File: config.mk
export PLATFORM = sky130hd
export DESIGN_NAME = backlight_control_fault_regs
export DESIGN_NICKNAME = d
export VERILOG_FILES = /design/src/pkg/backlight_pkg.sv /design/src/backlight_control_fault_regs.sv
export VERILOG_INCLUDE_DIRS = /design/src /design/src/pkg
export SDC_FILE = /design/constraint.sdc
export NUM_CORES = 1
export LEC_CHECK = 0
export ABC_AREA = 0
export BUFFER_PORTS_ARGS = -buffer_cell sky130_fd_sc_hd__buf_2
export CORE_MARGIN = 4
export CORE_UTILIZATION = 51
export DETAILED_ROUTE_END_ITERATION = 8
export HOLD_SLACK_MARGIN = 0.06
export PLACE_DENSITY = 0.78
export SYNTH_ARGS = -nofsm -noshare
export SYNTH_HDL_FRONTEND = slang
export SYNTH_SLANG_ARGS = --single-unit
File: constraint.sdc
create_clock -name sys_clk_i -period 3.9 [get_ports sys_clk_i]
set_clock_uncertainty 0.05 [all_clocks]
set_input_delay 0.39 -clock sys_clk_i [delete_from_list [all_inputs] [get_ports sys_clk_i]]
set_output_delay 0.39 -clock sys_clk_i [all_outputs]
set_load 0.05 [all_outputs]
File: src/pkg/backlight_defines.svh
// Register offsets, field positions, reset values and timing for backlight regs
`ifndef BACKLIGHT_DEFINES_SVH
`define BACKLIGHT_DEFINES_SVH
`define ADDR_LEVEL       8'h00
`define ADDR_CONTROL     8'h01
`define ADDR_FAULT       8'h02
`define RST_LEVEL        8'h00
`define RST_CONTROL      8'h00
`define BIT_ENABLE       0
`define BIT_SEL_LO       1
`define BIT_SEL_HI       2
`define BIT_OPEN         7
`define BIT_SHORT        6
`define BIT_MULTI        5
`define BIT_SINGLE       4
`define BIT_ANY_LED      3
`define BIT_OVERCURRENT  2
`define BIT_THERMAL      1
`define BIT_SUPPLY_LOW   0
`define OC_TIME_MS       50
`define CLK_HZ           25000000
`define OC_CYCLES        ((`OC_TIME_MS * `CLK_HZ) / 1000)
`endif

File: src/pkg/backlight_pkg.sv
// Types shared by the backlight register bank
package backlight_pkg;
    typedef enum logic [1:0] {
        SRC_PIN_A  = 2'b00,
        SRC_PIN_B  = 2'b01,
        SRC_REG    = 2'b10,
        SRC_DIRECT = 2'b11
    } source_select_type;
    typedef logic [7:0] byte_type;
endpackage

File: src/backlight_control_fault_regs.sv
// Backlight level, control and latched fault registers
// How it works
// - Bits 2:1 select pin, register or direct
// - Bit 7 open fault, bit 6 short
// - Bit 5 when two or more channels fault
// - Bit 4 when exactly one channel faults
// - Bit 3 is OR of LED faults
// - Boost low over 50 ms sets bit 2
// - Boost restarts once overcurrent fault clears
// - Thermal trip sets bit 1, stops boost, LEDs
// - Stay off until temperature drops to 130C
// - Supply low sets bit 0, stops until recovered
// - Supply threshold comes from nonvolatile bits
// - Fault pin low while any bit set
// - Fault read or enable low clears all
`include "backlight_defines.svh"
`timescale 1ns/100ps
`default_nettype none
module backlight_control_fault_regs
    import backlight_pkg::*;
#(
    parameter int CHANNELS  = 6,
    parameter int OC_CYCLES = `OC_CYCLES
) (
    input  wire logic                  sys_clk_i,     // 25 MHz clock
    input  wire logic                  sys_rst_i,     // Sync reset, high
    input  wire logic                  reg_wr_i,      // Register write strobe
    input  wire logic                  reg_rd_i,      // Register read strobe
    input  wire logic [7:0]            reg_addr_i,    // Register address
    input  wire backlight_pkg::byte_type reg_wdata_i, // Write data
    output logic      [7:0]            reg_rdata_o,   // Read data, next cycle
    input  wire logic                  pwm_pin_i,     // External PWM pin
    input  wire logic                  chip_en_i,     // Chip enable pin
    input  wire logic [CHANNELS-1:0]   led_open_i,    // Per-channel open
    input  wire logic [CHANNELS-1:0]   led_short_i,   // Per-channel short
    input  wire logic                  boost_low_i,   // Boost output too low
    input  wire logic                  temp_hot_i,    // At or above 150C
    input  wire logic                  temp_cool_i,   // Dropped to 130C
    input  wire logic                  supply_low_i,  // Input supply low
    output logic                       pwm_sel_pin_o, // Use pin duty cycle
    output logic                       pwm_direct_o,  // Pin passed through
    output logic [7:0]                 level_value_o, // Brightness level
    output logic                       chip_on_o,     // Chip active
    output logic                       boost_en_o,    // Boost converter on
    output logic                       led_en_o,      // LED outputs on
    output logic                       fault_n_o,     // Fault pin level
    output logic                       fault_oe_o     // Fault pin drive
);
    import backlight_pkg::*;

    // Pins cross in through two flops before use
    // Each pin is a slow level, so bits may settle one cycle apart; the
    // channel count behind bits 4 and 5 can latch a one-cycle miscount
    logic [2*CHANNELS+5:0] raw_sync1_reg;
    logic [2*CHANNELS+5:0] raw_sync2_reg;
    always_ff @(posedge sys_clk_i) begin
        raw_sync1_reg <= {pwm_pin_i, chip_en_i, led_open_i, led_short_i,
                          boost_low_i, temp_hot_i, temp_cool_i, supply_low_i};
        raw_sync2_reg <= raw_sync1_reg;
    end

    // Synced copies, in the order they were packed
    logic                pwm_s;
    logic                chip_en_s;
    logic [CHANNELS-1:0] open_s;
    logic [CHANNELS-1:0] short_s;
    logic                boost_low_s;
    logic                hot_s;
    logic                cool_s;
    logic                supply_low_s;
    assign {pwm_s, chip_en_s, open_s, short_s, boost_low_s, hot_s, cool_s,
            supply_low_s} = raw_sync2_reg;

    // Host-visible state; the fault bits live in fault_reg below
    logic [7:0]        level_reg;
    logic              light_enable_reg;
    source_select_type source_select_reg;
    logic [7:0]        fault_reg;
    logic [7:0]        fault_next;

    always_ff @(posedge sys_clk_i) begin
        if (sys_rst_i) begin
            level_reg         <= `RST_LEVEL;
            light_enable_reg  <= 1'b0;
            source_select_reg <= SRC_PIN_A;
        end else if (reg_wr_i) begin
            // Fault and unmapped addresses take no write; control bits 7:3 drop
            if (reg_addr_i == `ADDR_LEVEL) begin
                level_reg <= reg_wdata_i;
            end
            if (reg_addr_i == `ADDR_CONTROL) begin
                light_enable_reg  <= reg_wdata_i[`BIT_ENABLE];
                source_select_reg <= source_select_type'(
                    reg_wdata_i[`BIT_SEL_HI:`BIT_SEL_LO]);
            end
        end
    end

    // Per-channel fault: any channel that reports open or short
    // Bits 4 and 5 count channels faulting now, not their history
    logic [CHANNELS-1:0] chan_fault;
    logic [3:0]          chan_count;
    always_comb begin
        chan_count = 4'h0;
        for (int i = 0; i < CHANNELS; i++) begin
            chan_count = chan_count + 4'(chan_fault[i]);
        end
    end
    for (genvar g = 0; g < CHANNELS; g++) begin : g_chan
        assign chan_fault[g] = open_s[g] | short_s[g];
    end

    // Boost low must persist past the limit before it counts as overcurrent
    // The timer holds just past the limit instead of wrapping, and it
    // restarts whenever the boost is off, so after a restart a trip needs a fresh full count
    logic [31:0] oc_count_reg;
    logic        oc_event;
    always_ff @(posedge sys_clk_i) begin
        if (sys_rst_i || !boost_low_s || !boost_en_o) begin
            oc_count_reg <= 32'h0;
        end else if (oc_count_reg <= 32'(OC_CYCLES)) begin
            oc_count_reg <= oc_count_reg + 32'h1;
        end
    end
    // One cycle past the limit counts as having stayed low too long
    assign oc_event = (oc_count_reg > 32'(OC_CYCLES));

    // Events seen this cycle; each one sets its latched bit
    logic [7:0] fault_set;
    always_comb begin
        fault_set                   = 8'h00;
        fault_set[`BIT_OPEN]        = |open_s;
        fault_set[`BIT_SHORT]       = |short_s;
        fault_set[`BIT_MULTI]       = chan_count >= 4'h2;
        fault_set[`BIT_SINGLE]      = chan_count == 4'h1;
        fault_set[`BIT_ANY_LED]     = |chan_fault;
        fault_set[`BIT_OVERCURRENT] = oc_event;
        fault_set[`BIT_THERMAL]     = hot_s;
        fault_set[`BIT_SUPPLY_LOW]  = supply_low_s;
    end

    // Chip enable low clears the bits each cycle it stays low; live events still set them
    logic fault_clear;
    assign fault_clear = (reg_rd_i && reg_addr_i == `ADDR_FAULT)
                         || !chip_en_s;

    // A new event in the clearing cycle wins over the clear,
    // so nothing seen during a read is lost to that read
    always_comb begin
        fault_next = (fault_clear ? 8'h00 : fault_reg) | fault_set;
    end

    always_ff @(posedge sys_clk_i) begin
        if (sys_rst_i) begin
            fault_reg <= 8'h00;
        end else begin
            fault_reg <= fault_next;
        end
    end

    // Thermal hold survives the register clear; only the sensor releases it
    // A device still hot after a clear is reported again next cycle
    logic thermal_hold_reg;
    always_ff @(posedge sys_clk_i) begin
        if (sys_rst_i) begin
            thermal_hold_reg <= 1'b0;
        end else if (hot_s) begin
            thermal_hold_reg <= 1'b1;
        end else if (cool_s) begin
            thermal_hold_reg <= 1'b0;
        end
    end

    // Supply threshold is set by nonvolatile trim outside; we see a level
    // In the pin modes the synced pin alone decides the chip state
    logic chip_on;
    assign chip_on = (source_select_reg == SRC_REG) ? light_enable_reg
                                                    : pwm_s;

    always_ff @(posedge sys_clk_i) begin
        if (sys_rst_i) begin
            // Pin source is the reset default, so that flag starts high
            pwm_sel_pin_o <= 1'b1;
            pwm_direct_o  <= 1'b0;
            level_value_o <= `RST_LEVEL;
            chip_on_o     <= 1'b0;
            boost_en_o    <= 1'b0;
            led_en_o      <= 1'b0;
            fault_n_o     <= 1'b1;
            fault_oe_o    <= 1'b0;
            reg_rdata_o   <= 8'h00;
        end else begin
            // Source decode for the brightness path
            pwm_sel_pin_o <= source_select_reg inside {SRC_PIN_A, SRC_PIN_B};
            pwm_direct_o  <= source_select_reg == SRC_DIRECT;
            level_value_o <= level_reg;
            chip_on_o     <= chip_on;

            // Power stage gates: the boost also waits out a latched trip
            // Overcurrent latch off; restart follows the fault clear
            boost_en_o    <= chip_on && !fault_next[`BIT_OVERCURRENT]
                             && !thermal_hold_reg && !supply_low_s;
            led_en_o      <= chip_on && !thermal_hold_reg
                             && !supply_low_s;

            // Open drain: out of reset the level is low, the enable pulls the pin
            fault_n_o     <= 1'b0;
            fault_oe_o    <= |fault_next;

            // Each mapped address returns its register one cycle later, others zero; a read of
            // the fault register shows the bits as they were before the clear
            unique case (reg_addr_i)
                `ADDR_LEVEL:   reg_rdata_o <= level_reg;
                `ADDR_CONTROL: reg_rdata_o <= {5'h00, source_select_reg,
                                               light_enable_reg};
                `ADDR_FAULT:   reg_rdata_o <= fault_reg;
                default:       reg_rdata_o <= 8'h00;
            endcase
        end
    end
endmodule // backlight_control_fault_regs
`default_nettype wire

# After elaboration in Yosys (flattened, before gate mapping)
# Index checks and enable logic that the tools add are counted.
[word_totals]
reg_bits = 111
output_inout_bits = 23
wordCells = 70
[op_classes]
add_sub_neg = 6
magnitude_cmp = 3
eq_ne = 6
muxes = 6
bitwise = 7
n_reduce_logical = 25
[ops]
columns = ["op", "count"]
rows = [
  ["$add A32 B1 Y32 const B", 1],
  ["$gt A32 B21 Y1 const B", 1],
  ["$le A32 B21 Y1 const B", 1],
  ["$pmux W8 S3", 1],
  ["$reduce_or A6 Y1", 3],
  ["$add A4 B1 Y4", 2],
  ["$eq A8 B1 Y1 const B", 1],
  ["$eq A8 B2 Y1 const B", 1],
  ["$logic_not A8 Y1", 1],
  ["$mux W8", 1],
  ["$or A8 B8 Y8", 1],
  ["$reduce_or A8 Y1", 1],
  ["$logic_and A1 B1 Y1", 6],
  ["$logic_not A1 Y1", 6],
  ["$or A1 B1 Y1", 6],
  ["$add A3 B1 Y4", 1],
  ["$eq A2 B2 Y1 const B", 2],
  ["$eq A4 B1 Y1 const B", 1],
  ["$ge A4 B2 Y1 const B", 1],
  ["$mux W1", 4],
  ["$reduce_and A2 Y1", 2],
  ["$reduce_bool A2 Y1", 2],
  ["$add A2 B1 Y3", 1],
  ["$logic_or A1 B1 Y1", 3],
  ["other kinds (3)", 3],
]

# Depth between registers and ports, before layout
[logic_depth]
word_depth = 12
depth_mapped = 10
mapped_depth_nobuf = 10

# Worst setup path before layout
# OpenSTA, ideal clock, no wires.
[synth_path]
path_kind = "reg2reg"
startpoint = "reg raw_sync2_reg[5]"
endpoint = "reg fault_oe_o"
setup_time_ns = 0.132
arrival_ns = 2.658
t_required_ns = 3.718
slack_ns = 1.060
path_stages_with_launch = 11
path_buffers = 0
synth_period_minus_slack_ns = 2.840
path_cell_list = "dfxtp_1 nor2_1 fa_1 fa_1 inv_1 ha_1 inv_1 fa_1 nand4_1 a2111oi_0 a21oi_1"
[synth_via]
elab_chain_len = 9
[synth_rtl]
columns = ["item", "line", "rtl"]
rows = [
  ["start, declared", "backlight_control_fault_regs.sv:55", "logic [2*CHANNELS+5:0] raw_sync2_reg;"],
  ["start signal, assigned", "backlight_control_fault_regs.sv:59", "raw_sync2_reg <= raw_sync1_reg;"],
  ["$or A1 B1 Y1", "backlight_control_fault_regs.sv:110", "assign chan_fault[g] = open_s[g] | short_s[g];"],
  ["$add A1 B1 Y2", "backlight_control_fault_regs.sv:106", "chan_count = chan_count + 4'(chan_fault[i]);"],
  ["$add A2 B1 Y3", "backlight_control_fault_regs.sv:106", ""],
  ["$add A3 B1 Y4", "backlight_control_fault_regs.sv:106", ""],
  ["$add A4 B1 Y4 (2 in a row)", "backlight_control_fault_regs.sv:106", ""],
  ["$ge A4 B2 Y1 or $eq A4 B1 Y1 (tied branches)", "backlight_control_fault_regs.sv:134, backlight_control_fault_regs.sv:135", ""],
  ["$or A8 B8 Y8 (*)", "backlight_control_fault_regs.sv:150", "fault_next = (fault_clear ? 8'h00 : fault_reg) | fault_set;"],
  ["$reduce_or A8 Y1 (*)", "backlight_control_fault_regs.sv:208", "fault_oe_o <= |fault_next;"],
  ["end signal, assigned", "backlight_control_fault_regs.sv:208", ""],
  ["end, declared", "backlight_control_fault_regs.sv:47", "output logic fault_oe_o"],
]
# Mark *: on every way between the ends. The rest lies on a longest branch, timed or not.
# A chain may end at the register's enable or synchronous reset.

# Final worst setup path
# Same ends and word-level chain as after synthesis.

==> flow_summary.toml <==
[worst_setup_path]
cpMaxStageDelayCell = "fa_1"
max_stage_delay_ps = 530
crit_chain = "nor2_1 -> fa_1 -> fa_1 -> inv_1 -> ha_1 -> inv_1 -> fa_1 -> nand4_1 -> a2111oi_0 -> a21oi_1"
cp-end-kind = "flip-flop"
path_buf_inv = 2
cpMostUsedCell = "fa_1"
required_ps = 4080
worstSetupPathType = "flip-flop to flip-flop"
worstPathMaxFanout = 3
crit_arrival_ps = 3320
cp-start-kind = "flip-flop"
cp_top_family = "adder cells"

[floorplan]
num_io_pins = 61
rows = 32
initial_core_util_pct = 52.0
die_y_um = 96.5
chipWidth_um = 96.5
dieArea_mm2 = 0.00931
fp.coreArea_mm2 = 0.00769

[power]
p_total_mw = 2.03
switching_share_pct = 22.2
vdd_ir_drop_max_uv = 305
power_density_mw_per_mm2 = 430
p_switching_uw = 452
internal_power_mw = 1.58
clkPwrFrac_pct = 37.5
leakage_nw = 1.90
pwr-share-seq_pct = 57.8
combPwrFrac_pct = 4.8

[clocking]
clock_latency_ps = 360
clockRootBuffer = "clkbuf_8"
cts_tree = "built"
cts-resized-gates = 0
cts_setup_buffers = 0
clockBufferDepth = 2
cts.clk_slew.worst_paths_ps = 100
cts_max_level = 3
cts_sinks = 111
numCtsBuffers = 9
postCtsHoldBufs = 8

[grt]
grt_pass1_vias = 2752
grt_use_total_pct = 17.1
grt_max_degree = 38
grt_pass1_wl_um = 12600
grt_antenna_before_repair = 0
overflow = 0

[sta]
holdWs_ps = 76.7
fin_crit_sh_pct = 80.6
setup_ws_ps = 757
setup_viol = 0
fmax_mhz = 318
maxSlewHeadroom_pct = 52.4
post-route-min-period_ps = 3140
worstMarginPinSlew_ps = 711
rsz0062_at_grt = "false"
hold_viol = 0
slew_viol_final = 0
setup_tns_ps = 0

[route]
vias = 2970
wl_per_cell_um = 13.7
ant_nets = 0
dr.pass1.iters = 4
viasPerCell = 5.32
drcViolationCount = 0
drt_iter0_drc = 118
routed_wirelength_um = 7640

[synth]
ys_ff_latch = 111
synth_edf_count = 0
netlist_area_mm2 = 0.00399
ys.flop_type = "dfxtp_1"
synthCells = 384
synth_area_per_cell_um2 = 10.4
seq_area_frac_synth_pct = 55.6
ys_warn_count = 0
postSynth.asyncResetShare_pct = 0
syn_nets = 429
ys_types = 52

[placement]
numPortBuffers = 60
hpwl_um = 5330
gp_congestion = 0.849
place_ws_ps = 845
dp.cells = 529

[cells_and_area]
largest_reg_flops = 32
antenna_cells = 0
drive_above_1_share_pct = 19.5
fill_cells = 671
final_cells = 558
area_delta_synth_final_pct = 18.4
fin_nets = 496

[run_status]
status = "finished clean"

[job]
cap_violations = 0

[min_path]
hold_path_class = "input pin to flip-flop"
through the flow:
stage | instance area [um^2] | util, %
finish | 4730 | 61.5
global route | 4730 | 61.5
CTS | 4680 | 60.8
detailed placement | 4360 | 56.7
global placement | 4360 | 56.7
floorplan | 3990 | -
final timing paths:
kind | startpoint | to | slack [ps] | cells past startpoint
hold reg to reg | raw_sync1_reg[16] | raw_sync2_reg[16] | 280 | 0
setup reg to reg | raw_sync2_reg[5] | fault_oe_o | 760 | 10
hold / removal | led_open_i[2] | raw_sync1_reg[12] | 80 | 1
setup / recovery | raw_sync2_reg[5] | fault_oe_o | 760 | 10
cell usage in the layout (no fill, tap or decap), types with 3 or more instances in the layout:
master         instances
a211o_1                3
a21oi_1               23
a31oi_1                3
and2_1                12
and3_1                 5
and4_1                 3
buf_2                 60
buf_4                  3
clkbuf_8               9
dfxtp_1              111
dlygate4sd3_1         13
fa_1                   3
ha_1                   4
inv_1                 10
mux2i_1               28
nand2_1               29
nand2b_1               8
nand3_1                8
nand4_1                9
nor2_1                38
nor2b_1               10
nor4_1                 8
o31ai_1                7
or4_1                  8
power by group through the flow:
stage | Sequential (mW) | Clock (mW) | Combinational (mW)
finish | 1.18 | 0.762 | 0.0969
global route | 1.18 | 0.833 | 0.108
CTS | 1.18 | 0.782 | 0.0928
detailed placement | 1.20 | 0 | 0.0862
global placement | 1.20 | 0 | 0.0826
floorplan | 1.21 | 0 | 0.0472
cell families after synthesis:
kind of cell,after synthesis,share of synthesized area (%)
simple gates,153,21.6
flops,111,55.6
compound gates,55,9.84
buf+inv,30,3.20
mux,28,7.02
fa+ha+maj,7,2.76
final cells by class:
class	count	area, um^2	share of cell area [%]
Clock buffer	9	124	2.62
Multi-Input combinational cell	243	1650	34.9
Timing Repair Buffer	76	453	9.58
Clock inverter	7	113	2.38
Tap cell	102	128	2.70
Sequential cell	111	2220	47.0
Inverter	10	37.5	0.794
synthesized netlist by cell type (3+ instances only):
cell | number | area share, %
and2_1 | 12 | 1.9
dfxtp_1 | 111 | 56
a211o_1 | 3 | 0.66
a21oi_1 | 23 | 2.9
clkbuf_1 | 14 | 1.3
and3_1 | 5 | 0.78
nand3_1 | 8 | 1.0
o31ai_1 | 7 | 1.3
nand2_1 | 29 | 2.7
and4_1 | 3 | 0.66
nor2b_1 | 10 | 1.6
inv_1 | 10 | 0.94
buf_2 | 3 | 0.38
nor4_1 | 8 | 1.3
ha_1 | 4 | 1.3
mux2i_1 | 28 | 7.0
nand4_1 | 9 | 1.4
a31oi_1 | 4 | 0.63
nor2_1 | 38 | 3.6
or4_1 | 8 | 1.5
fa_1 | 3 | 1.5
nand2b_1 | 8 | 1.3
metal layers:
layer  up-vias  wire length (um)  GRT usage (%)  share of wire (%)
met5         -                 0              0                  0
met4         0                68           5.02               0.89
met3         6               356           4.49                4.7
met2        75              3820           28.7                 50
met1      1402              3390           21.8                 44
li1       1487                 -              -                  -
(Power assumes the default switching activity.)
